**config.mk**
```make
export PLATFORM = sky130hd
export DESIGN_NAME = acs_top
export DESIGN_NICKNAME = d
export VERILOG_FILES = /design/src/acs_pkg.sv /design/src/acs_src_mux.sv /design/src/acs_col_div.sv /design/src/acs_top.sv
export SDC_FILE = /design/constraint.sdc
export NUM_CORES = 1
export LEC_CHECK = 0
export ABC_AREA = 1
export CAP_MARGIN = 20
export CORE_ASPECT_RATIO = 0.7
export CORE_MARGIN = 4
export CORE_UTILIZATION = 54
export CTS_CLUSTER_DIAMETER = 150
export CTS_CLUSTER_SIZE = 40
export DETAILED_ROUTE_END_ITERATION = 8
export DONT_BUFFER_PORTS = 1
export GPL_ROUTABILITY_DRIVEN = 0
export PLACE_DENSITY = 0.69
export SYNTH_ARGS = -nofsm -noshare
export SYNTH_HDL_FRONTEND = slang
export SYNTH_SLANG_ARGS = --single-unit
export TNS_END_PERCENT = 100
```
**constraint.sdc**
```tcl
create_clock -name clk -period 1.2 [get_ports clk]
set_input_delay 0.24 -clock clk [delete_from_list [all_inputs] [get_ports clk]]
set_output_delay 0.24 -clock clk [all_outputs]
set_load 0.05 [all_outputs]
```
**src/acs_pkg.sv**
```systemverilog
// Constants shared by the analog column clock select block
package acs_pkg;
    localparam int ADDR_W = 8;
    localparam int DATA_W = 8;
    localparam int SEL_W = 2;
    localparam int DBLK_SEL_W = 3;
    localparam int NUM_DBLK = 8;
    localparam int MAX_COLS = 4;

    // Register offsets
    localparam logic [7:0] COL_SEL_OFFSET = 8'h60;
    localparam logic [7:0] SRC_CTRL_OFFSET = 8'h61;
    localparam logic [7:0] DIV_CTRL_OFFSET = 8'h6c;
    localparam logic [7:0] STATUS_OFFSET = 8'h6d;

    // Reset values
    localparam logic [7:0] COL_SEL_RESET = 8'h00;
    localparam logic [7:0] SRC_CTRL_RESET = 8'h00;
    localparam logic [7:0] DIV_CTRL_RESET = 8'h00;

    // Column selector field positions
    localparam int COL0_LSB = 0;
    localparam int COL1_LSB = 2;
    localparam int COL2_LSB = 4;
    localparam int COL3_LSB = 6;

    // Analog clock source fields
    localparam int ANALOG_CLOCK_ZERO_LSB = 0;
    localparam int ANALOG_CLOCK_ONE_LSB = 3;
    localparam int SHDIS_BIT = 6;
    localparam logic [7:0] SRC_CTRL_MASK = 8'h7f;

    // Implemented selector bits per variant
    localparam logic [7:0] COL_MASK_4 = 8'hff;
    localparam logic [7:0] COL_MASK_2 = 8'h0f;
    localparam logic [7:0] COL_MASK_1 = 8'h0c;
    localparam logic [7:0] DIV_CTRL_MASK = 8'h0f;

    // Two source edges per half period gives divide by four
    localparam logic [1:0] FIXED_HALF = 2'h1;

    typedef enum logic [1:0] {
        SRC_VC1 = 2'b00,
        SRC_VC2 = 2'b01,
        SRC_ANALOG_CLOCK_ZERO = 2'b10,
        SRC_ANALOG_CLOCK_ONE = 2'b11
    } acs_src_t;
endpackage

```
**src/acs_src_mux.sv**
```systemverilog
// Analog clock source picked from one digital block primary output
`timescale 1ns/1ps
module acs_src_mux (
    input wire logic clk,
    input wire logic rst,
    input wire logic [acs_pkg::NUM_DBLK-1:0] blockOut,
    input wire logic [acs_pkg::DBLK_SEL_W-1:0] blockSel,
    output logic analogClock
);
    logic aclk_q;
    wire logic pickedLevel = blockOut[blockSel];

    always_ff @(posedge clk) begin
        if (rst) begin
            aclk_q <= 1'b0;
        end else begin
            aclk_q <= pickedLevel;
        end
    end

    assign analogClock = aclk_q;
endmodule // acs_src_mux

```
**src/acs_col_div.sv**
```systemverilog
// Column clock divider counting rising edges of the chosen source
`timescale 1ns/1ps
module acs_col_div (
    input wire logic clk,
    input wire logic rst,
    input wire logic active,
    input wire logic srcLevel,
    input wire logic [1:0] halfCount,
    output logic colClk
);
    logic srcPrev_q;
    logic [1:0] edgeCnt_q;
    logic colClk_q;
    wire logic srcRise = srcLevel & ~srcPrev_q;
    wire logic halfDone = edgeCnt_q >= halfCount;

    always_ff @(posedge clk) begin
        if (rst || !active) begin
            srcPrev_q <= 1'b0;
            edgeCnt_q <= 2'h0;
            colClk_q <= 1'b0;
        end else begin
            srcPrev_q <= srcLevel;
            if (srcRise && halfDone) begin
                edgeCnt_q <= 2'h0;
                colClk_q <= ~colClk_q;
            end else if (srcRise) begin
                edgeCnt_q <= edgeCnt_q + 2'h1;
            end
        end
    end

    assign colClk = colClk_q;
endmodule // acs_col_div

```
**src/acs_top.sv**
```systemverilog
// Analog column clock select: register port, source selection, column dividers
//
// Local design decision: the strobed register port.
`timescale 1ns/1ps
// How it works
// - Bits 7:6 pick column 3's clock: 00b clock one, 01b clock two, 10b analog zero, 11b analog one.
// - Bits 5:4 pick column 2's clock with the same four-way code.
// - Bits 3:2 pick column 1's clock with the same four-way code.
// - Bits 1:0 pick column 0's clock with the same four-way code.
// - Each column clock is its chosen source divided by four, except in the limited variant.
// - In the limited two-column variant the division comes from the divider control register.
// - Smaller variants keep only some selectors: two columns keep 1 and 0, one column keeps 1.
// - Each analog clock is a digital block output chosen by its own three-bit selector.
module acs_top #(
    parameter int NUM_COLUMNS = 4,
    parameter bit LIMITED = 1'b0
) (
    input wire logic clk,
    input wire logic rst,
    input wire logic [acs_pkg::ADDR_W-1:0] addr,
    input wire logic [acs_pkg::DATA_W-1:0] wrData,
    input wire logic wrStrobe,
    input wire logic rdStrobe,
    output logic [acs_pkg::DATA_W-1:0] rdData,
    input wire logic variableClockOne,
    input wire logic variableClockTwo,
    input wire logic [acs_pkg::NUM_DBLK-1:0] digBlockOut,
    output logic [acs_pkg::MAX_COLS-1:0] colClk
);
    generate
        if (!(NUM_COLUMNS == 4 || NUM_COLUMNS == 2 || NUM_COLUMNS == 1)) begin : g_bad_cols
            $error("NUM_COLUMNS must be 1, 2 or 4");
        end
        if (LIMITED && NUM_COLUMNS != 2) begin : g_bad_limited
            $error("LIMITED applies only to the two-column variant");
        end
    endgenerate

    // Implemented selector bits for this variant
    localparam logic [7:0] SEL_MASK = (NUM_COLUMNS == 4) ? acs_pkg::COL_MASK_4 :
        (NUM_COLUMNS == 2) ? acs_pkg::COL_MASK_2 : acs_pkg::COL_MASK_1;
    localparam logic [7:0] DIV_MASK = LIMITED ? acs_pkg::DIV_CTRL_MASK : 8'h00;

    function automatic logic pickSource(
        input logic [1:0] sel,
        input logic [3:0] sources
    );
        logic picked;
        picked = 1'b0;
        unique case (acs_pkg::acs_src_t'(sel))
            acs_pkg::SRC_VC1: picked = sources[0];
            acs_pkg::SRC_VC2: picked = sources[1];
            acs_pkg::SRC_ANALOG_CLOCK_ZERO: picked = sources[2];
            acs_pkg::SRC_ANALOG_CLOCK_ONE: picked = sources[3];
        endcase
        return picked;
    endfunction

    logic [7:0] analogColumnClockSelect_q;
    logic [7:0] analogColumnClockSelect_d;
    logic [7:0] analogClockSourceControl_q;
    logic [7:0] analogClockSourceControl_d;
    logic [7:0] columnDividerControl_q;
    logic [7:0] columnDividerControl_d;
    logic [7:0] rdData_q;
    logic [7:0] rdData_d;
    logic analogClockZero;
    logic analogClockOne;
    logic [3:0] colClkInt;
    logic [3:0] colClk_q;

    // Address decode
    wire logic hitColSel = addr == acs_pkg::COL_SEL_OFFSET;
    wire logic hitSrcCtrl = addr == acs_pkg::SRC_CTRL_OFFSET;
    wire logic hitDivCtrl = LIMITED && addr == acs_pkg::DIV_CTRL_OFFSET;
    wire logic hitStatus = addr == acs_pkg::STATUS_OFFSET;
    wire logic wrColSel = wrStrobe && hitColSel;
    wire logic wrSrcCtrl = wrStrobe && hitSrcCtrl;
    wire logic wrDivCtrl = wrStrobe && hitDivCtrl;

    // Selector fields
    wire logic [1:0] col0ClockSel = analogColumnClockSelect_q[acs_pkg::COL0_LSB +: acs_pkg::SEL_W];
    wire logic [1:0] col1ClockSel = analogColumnClockSelect_q[acs_pkg::COL1_LSB +: acs_pkg::SEL_W];
    wire logic [1:0] col2ClockSel = analogColumnClockSelect_q[acs_pkg::COL2_LSB +: acs_pkg::SEL_W];
    wire logic [1:0] col3ClockSel = analogColumnClockSelect_q[acs_pkg::COL3_LSB +: acs_pkg::SEL_W];
    wire logic [2:0] aclk0Sel =
        analogClockSourceControl_q[acs_pkg::ANALOG_CLOCK_ZERO_LSB +: acs_pkg::DBLK_SEL_W];
    wire logic [2:0] aclk1Sel =
        analogClockSourceControl_q[acs_pkg::ANALOG_CLOCK_ONE_LSB +: acs_pkg::DBLK_SEL_W];
    wire logic [3:0] sources = {analogClockOne, analogClockZero, variableClockTwo,
        variableClockOne};

    // Reserved bits are dropped on write
    assign analogColumnClockSelect_d = wrColSel ? (wrData & SEL_MASK) :
        analogColumnClockSelect_q;
    assign analogClockSourceControl_d = wrSrcCtrl ? (wrData & acs_pkg::SRC_CTRL_MASK) :
        analogClockSourceControl_q;
    assign columnDividerControl_d = wrDivCtrl ? (wrData & DIV_MASK) :
        columnDividerControl_q;

    // Read multiplexer, unmapped reads return zero
    wire logic [7:0] statusWord = {analogClockOne, analogClockZero, 2'b00, colClk_q};
    assign rdData_d = !rdStrobe ? 8'h00 :
        hitColSel ? analogColumnClockSelect_q :
        hitSrcCtrl ? analogClockSourceControl_q :
        hitDivCtrl ? columnDividerControl_q :
        hitStatus ? statusWord : 8'h00;

    always_ff @(posedge clk) begin
        if (rst) begin
            analogColumnClockSelect_q <= acs_pkg::COL_SEL_RESET;
            analogClockSourceControl_q <= acs_pkg::SRC_CTRL_RESET;
            columnDividerControl_q <= acs_pkg::DIV_CTRL_RESET;
            rdData_q <= 8'h00;
            colClk_q <= 4'h0;
        end else begin
            analogColumnClockSelect_q <= analogColumnClockSelect_d;
            analogClockSourceControl_q <= analogClockSourceControl_d;
            columnDividerControl_q <= columnDividerControl_d;
            rdData_q <= rdData_d;
            colClk_q <= colClkInt;
        end
    end

    assign rdData = rdData_q;
    assign colClk = colClk_q;

    acs_src_mux u_analog_clock_zero (
        .clk(clk),
        .rst(rst),
        .blockOut(digBlockOut),
        .blockSel(aclk0Sel),
        .analogClock(analogClockZero)
    );

    acs_src_mux u_analog_clock_one (
        .clk(clk),
        .rst(rst),
        .blockOut(digBlockOut),
        .blockSel(aclk1Sel),
        .analogClock(analogClockOne)
    );

    // One divider per column; absent columns stay low
    genvar c;
    generate
        for (c = 0; c < acs_pkg::MAX_COLS; c++) begin : g_col
            wire logic [1:0] sel = analogColumnClockSelect_q[2*c +: 2];
            wire logic selected = pickSource(sel, sources);
            wire logic [1:0] half = LIMITED ? columnDividerControl_q[2*c +: 2] :
                acs_pkg::FIXED_HALF;
            acs_col_div u_div (
                .clk(clk),
                .rst(rst),
                .active(SEL_MASK[2*c]),
                .srcLevel(selected),
                .halfCount(half),
                .colClk(colClkInt[c])
            );
        end
    endgenerate

    // Checking helpers: source edges seen by column 1 between toggles
    logic helpPrev_q;
    logic [3:0] helpCnt_q;
    logic [3:0] helpCnt_d;
    wire logic helpRise = g_col[1].selected & ~helpPrev_q;
    wire logic helpToggle = colClkInt[1] != colClk_q[1];
    assign helpCnt_d = (helpToggle ? 4'h0 : helpCnt_q) + {3'b000, helpRise};

    always_ff @(posedge clk) begin
        if (rst) begin
            helpPrev_q <= 1'b0;
            helpCnt_q <= 4'h0;
        end else begin
            helpPrev_q <= g_col[1].selected;
            helpCnt_q <= helpCnt_d;
        end
    end

    generate
        if (NUM_COLUMNS == 4) begin : g_chk4

        end
        if (NUM_COLUMNS >= 2) begin : g_chk2

        end
        if (!LIMITED) begin : g_chk_fixed

        end else begin : g_chk_limited

        end
    endgenerate
endmodule // acs_top

```
==> flow_summary.toml, run 1 <==
[power_and_ir_drop]
net-switching-power_uw = 792.2
pwr-share-comb = 0.104
power.total_uw = 3287
intPower_uw = 2495
swShare = 0.2410
power_leakage_uw = 0.001155
ir_drop_mv = 0.9197
power_frac_seq = 0.479
power_density_nw_per_um2 = 1247
clock_power_share = 0.417

[outcome]
outcome = "complete, no violations"

[synthesis]
avgSynthCellArea_sq_um = 6.519
syn-num-nets = 386
netlist.area_leader.share = 0.3926
ys_warn_count = 0
ys_seq_area_frac = 0.3926
synth_seq_cells = 45
yosysUniqueCellTypes = 22
syn_area_sq_um = 2295
yosys-top-cells-area = "dfxtp_1 (39%), nand2_1 (15%), nor2_1 (10%)"
synth_top_cell_by_area = "dfxtp_1"
syn_inst = 352

[sta]
worst_slew_pin_slew_ns = 0.4825
clock_skew_ns = 0.006351
rsz0062_at_grt = "no"
timing.hold.ws_ns = 0.002986
period_minus_slack_ns = 1.167
period_share = 0.9723
max_freq_ghz = 0.8571
setup_viol = 0
slew_violations = 0
hold_violations = 0
setup_tns_ns = 0
slew_headroom = 0.6779

[clock_network]
clk_latency_ns = 0.30
cts_tree = "yes"
clockBufferDepth = 2
cts_sinks = 45
cts_htree_levels = 2
cts_buffers = 5
clk_pin_slew_ns = 0.09
cts_root_buffer = "clkbuf_8"

[detailed_routing]
drt_first_pass_iters = 4
wl_per_cell_um = 13.72
postRouteAntennaNets = 0
via_count = 2192
routed_wl_um = 5775
avgViaCountPerCell = 5.207
drcViolationCount = 0
drt-initial-drc-count = 141

[final_layout]
nNetsFinal = 402
final_core_util = 0.6559
layout_commonest_cell = "nand2_1"
layout-drive-gt1-share = 0.1491
synthToLayoutAreaGrowth_pct = 14.83
insertedDiodeCount = 0
layout_common_cells = "nand2_1 (90), nor2_1 (61), inv_1 (41), dfxtp_1 (36), nand3_1 (34)"
fin_area_sq_um = 2635

[floorplanning]
pin_count = 42
core_sq_um = 4018
die_area_sq_um = 5373
start_util = 0.5712
dieWidth_um = 85.92
die-height_um = 62.54
core.rowCount = 19

[place]
portBuffers = 0
hpwl_um = 4299
placed_cell_area_sq_um = 2424

[hold_path]
hold_depth = 1
hold_end = "g_col[3].u_div.srcPrev_q"
min_from = "rst"
hold_path.class = "in2reg"

[grt]
grt-ovfl-total = 0
grt_antenna_before_repair = 0
grt_max_degree = 20
grt_usage = 0.2214
grt_pass1_wl_um = 9604
grt_pass1_vias = 1979

[worst_setup_path]
ff2ff_setup_slack_ns = 0.10
required_ns = 0.96
ff2ff_path_depth = 5
critPathCaptureType = "output pin"
rr_startpoint = "analogColumnClockSelect_q[5]"
cp-start-kind = "flop"
worstPathMaxFanout = 1
crit-reg2reg-capture = "g_col[2].u_div.edgeCnt_q[1]"
critPathArrivalTime_ns = 0.93
critical_path_class = "reg2out"

[run]
drv_cap = 0
## layer usage
layer,up-vias,track usage,routed length [um]
met5,-,0,0
met4,0,0.04150,14
met3,2,0.05270,445
met2,64,0.3038,2381
met1,980,0.3462,2934
li1,1146,-,-
## state kept, by name, summed over array words and instances (netlist names)
signal and count:
analogColumnClockSelect_q 8, g_col.u_div.srcPrev_q 4, g_col.u_div.colClk 4, analogClockSourceControl_q 7, rdData 8, g_col.u_div.edgeCnt_q 8
u_analog_clock_one.analogClock 1, colClk 4, u_analog_clock_zero.analogClock 1
## Yosys cell counts
| cell type | instances |
|---|---|
| buf_4 | 1 |
| nand2_2 | 4 |
| nand4_4 | 1 |
| nor3_4 | 1 |
| inv_1 | 41 |
| nor2_1 | 62 |
| nand2_1 | 92 |
| nand4_1 | 5 |
| nor3_2 | 2 |
| nand3_1 | 37 |
| a21oi_1 | 16 |
| nor3b_2 | 1 |
| o21ai_0 | 8 |
| nor2_2 | 1 |
| dfxtp_1 | 45 |
| o211ai_1 | 7 |
| clkbuf_1 | 2 |
| inv_2 | 8 |
| ha_1 | 4 |
| buf_6 | 1 |
| o21ai_1 | 12 |
| buf_2 | 1 |
## how the worst max path moves through the flow
stage	startpoint	slack, ns	depth (start not counted)	end
2_1_floorplan	addr[1]	0.09	5	analogClockSourceControl_q[0]
4_1_cts	analogColumnClockSelect_q[0]	0.02	8	g_col[0].u_div.edgeCnt_q[1]
6_report	rdData[6]	0.03	0	rdData[6]
5_1_grt	rdData[6]	0.01	0	rdData[6]
3_5_place_dp	analogColumnClockSelect_q[0]	0.03	8	g_col[0].u_div.edgeCnt_q[1]
3_3_place_gp	analogColumnClockSelect_q[2]	0.04	5	g_col[1].u_div.edgeCnt_q[1]
## cell families (layout without fill, tap and decap cells)
group	after synthesis	after routing	synth area share
fa+ha+maj	4	4	0.02181
flops	45	45	0.3926
buf+inv	54	71	0.09379
simple gates	206	206	0.3904
compound gates	43	43	0.1014
## cell type report
class	count	area (sq um)
repair buffers	14	125.1
fillers	351	1383
inverters	49	183.9
clock inverters	3	65.06
well taps	52	65.06
clock buffers	5	68.82
multi-input cells	253	1212
flip-flops and latches	45	914.6
## through the flow
step           setup WS [ns]  instances
6_report             0.03325        421
5_1_grt             0.009999        421
4_1_cts              0.01509        420
3_5_place_dp         0.03390        410
3_3_place_gp         0.04338        410
2_1_floorplan        0.09341        352
## power by group through the flow
stage / combinational (uW) / clock [uW] / sequential, uW
2_1_floorplan: 229 / 0 / 1620
3_3_place_gp: 307 / 0 / 1610
3_5_place_dp: 312 / 0 / 1610
4_1_cts: 322 / 1380 / 1580
5_1_grt: 392 / 1460 / 1580
6_report: 341 / 1370 / 1580
## what timing repair did
action | 4_1_cts | 5_1_grt
resized for setup | 0 | 19
endpoints found under the hold margin | 4 | 1
buffers inserted | 0 | 0
hold buffers | 2 | 1
setup endpoints to repair | 0 | 14
No activity file was read; power rests on OpenSTA's default activity.
==> run 2, diff against run 1 <==
--- a/config.mk
+++ b/config.mk
@@ -7,15 +7,17 @@
 export LEC_CHECK = 0
 export ABC_AREA = 1
 export CAP_MARGIN = 20
+export CELL_PAD_IN_SITES_DETAIL_PLACEMENT = 1
+export CELL_PAD_IN_SITES_GLOBAL_PLACEMENT = 2
 export CORE_ASPECT_RATIO = 0.7
 export CORE_MARGIN = 4
-export CORE_UTILIZATION = 54
+export CORE_UTILIZATION = 33
 export CTS_CLUSTER_DIAMETER = 150
 export CTS_CLUSTER_SIZE = 40
 export DETAILED_ROUTE_END_ITERATION = 8
 export DONT_BUFFER_PORTS = 1
 export GPL_ROUTABILITY_DRIVEN = 0
-export PLACE_DENSITY = 0.69
+export PLACE_DENSITY_LB_ADDON = 0.1
 export SYNTH_ARGS = -nofsm -noshare
 export SYNTH_HDL_FRONTEND = slang
 export SYNTH_SLANG_ARGS = --single-unit
==> flow_summary.toml, run 2 (same netlist as run 1, synthesis figures left out) <==
[place]
hpwl_um = 5326
portBuffers = 0
place_ws_ns = -0.006225

[clock_network]
cts_root_buffer = "clkbuf_8"
cts_htree_levels = 2
cts_tree = "yes"
cts_buffers = 5
clk_latency_ns = 0.31
clk_pin_slew_ns = 0.09
cts_setup_buffers = 0
clockBufferDepth = 2
cts_sinks = 45

[power_and_ir_drop]
intPower_uw = 2492
pwr-share-comb = 0.106
clock_power_share = 0.418
power_leakage_uw = 0.001181
power_frac_seq = 0.476
power_density_nw_per_um2 = 1216
ir_drop_mv = 0.4466
net-switching-power_uw = 810.1
swShare = 0.2454

[grt]
grt_pass1_vias = 2323
grt_pass1_wl_um = 11540
grt_antenna_before_repair = 0
grt_usage = 0.1727
grt_max_degree = 18
grt-ovfl-total = 0

[sta]
rsz0062_at_grt = "yes"
slew_violations = 0
period_minus_slack_ns = 1.169
setup_viol = 0
period_share = 0.9745
setup_tns_ns = 0
clock_skew_ns = 0.01056
timing.hold.ws_ns = 0.06088
max_freq_ghz = 0.8552
hold_violations = 0
slew_headroom = 0.6809
setup_slack_ns = 0.03062
worst_slew_pin_slew_ns = 0.4780

[floorplanning]
start_util = 0.3396
core_sq_um = 6756
die_area_sq_um = 8374
dieWidth_um = 107.7
core.rowCount = 25
pin_count = 42
die-height_um = 77.77

[run]
drv_cap = 0

[worst_setup_path]
critical_path_class = "reg2out"
required_ns = 0.96
critPathCaptureType = "output pin"
cp-start-kind = "flop"
worstPathMaxFanout = 1
critPathArrivalTime_ns = 0.93

[hold_path]
hold_path.class = "in2reg"

[final_layout]
multi_input_area_sq_um = 1210
layout_commonest_cell = "nand2_1"
fill_cells = 911
layout_common_cells = "nand2_1 (91), nor2_1 (61), inv_1 (41), nand3_1 (34), dfxtp_1 (33)"
nNetsFinal = 407
synthToLayoutAreaGrowth_pct = 18.32
insertedDiodeCount = 0
layout-drive-gt1-share = 0.1711
seq_area_sq_um = 920.9

[detailed_routing]
drcViolationCount = 0
drt-initial-drc-count = 76
postRouteAntennaNets = 0
drt_first_pass_iters = 4
routed_wl_um = 6683
via_count = 2207
wl_per_cell_um = 14.28
avgViaCountPerCell = 4.716

[outcome]
outcome = "complete, no violations"
-- run 2: cell count changes in the layout (fill, tap and decap cells not counted), sizes merged --
cell         previous run  this run
buf                    11        18
dlygate4sd3             3         1
-- run 2: area by class of cell --
type	instances	area share
Inverter	49	0.06774
Tap cell	94	0.04332
Sequential cell	45	0.3392
Multi-Input combinational cell	253	0.4456
Timing Repair Buffer	19	0.05484
Clock inverter	3	0.02396
Clock buffer	5	0.02535
-- run 2: repair_timing --
action / in CTS / in global routing
endpoints found under the hold margin: 8 / 0
resized for setup: 3 / 20
endpoints found under the setup margin: 4 / 17
hold buffers: 1 / 0
-- run 2: layer usage --
| layer | up-vias | routed length (um) | GRT usage |
|---|---|---|---|
| li1 | 1162 | - | - |
| met1 | 1001 | 3657 | 0.2595 |
| met2 | 37 | 2595 | 0.2426 |
| met3 | 7 | 359 | 0.04239 |
| met4 | 0 | 71 | 0.04540 |
| met5 | - | 0 | 0 |
-- run 2: power groups by stage --
stage	logic, uW	clock network [uW]	registers (uW)
after floorplan	229	0	1620
after global placement	321	0	1610
after detailed placement	328	0	1610
after CTS	343	1410	1580
after global routing	407	1470	1580
final	349	1380	1570
-- run 2: stage by stage --
| stage | total power [uW] | area [sq um] | util | cells |
|---|---|---|---|---|
| 6_report | 3302 | 2715 | 0.4019 | 468 |
| 5_1_grt | 3457 | 2715 | 0.4019 | 468 |
| 4_1_cts | 3330 | 2669 | 0.3950 | 468 |
| 3_5_place_dp | 1939 | 2516 | 0.3724 | 459 |
| 3_3_place_gp | 1930 | 2516 | 0.3724 | 459 |
| 2_1_floorplan | 1849 | 2295 | - | 352 |
-- run 2: path summary, 6_finish.rpt --
kind	startpoint	endpoint	slack (ns)	cells after the start
max	rdData[5]	rdData[5]	0.03	0
min	wrData[0]	analogClockSourceControl_q[0]	0.06	2
max reg2reg	analogClockSourceControl_q[3]	u_analog_clock_one.analogClock	0.11	6
min reg2reg	g_col[2].u_div.colClk	colClk[2]	0.45	2
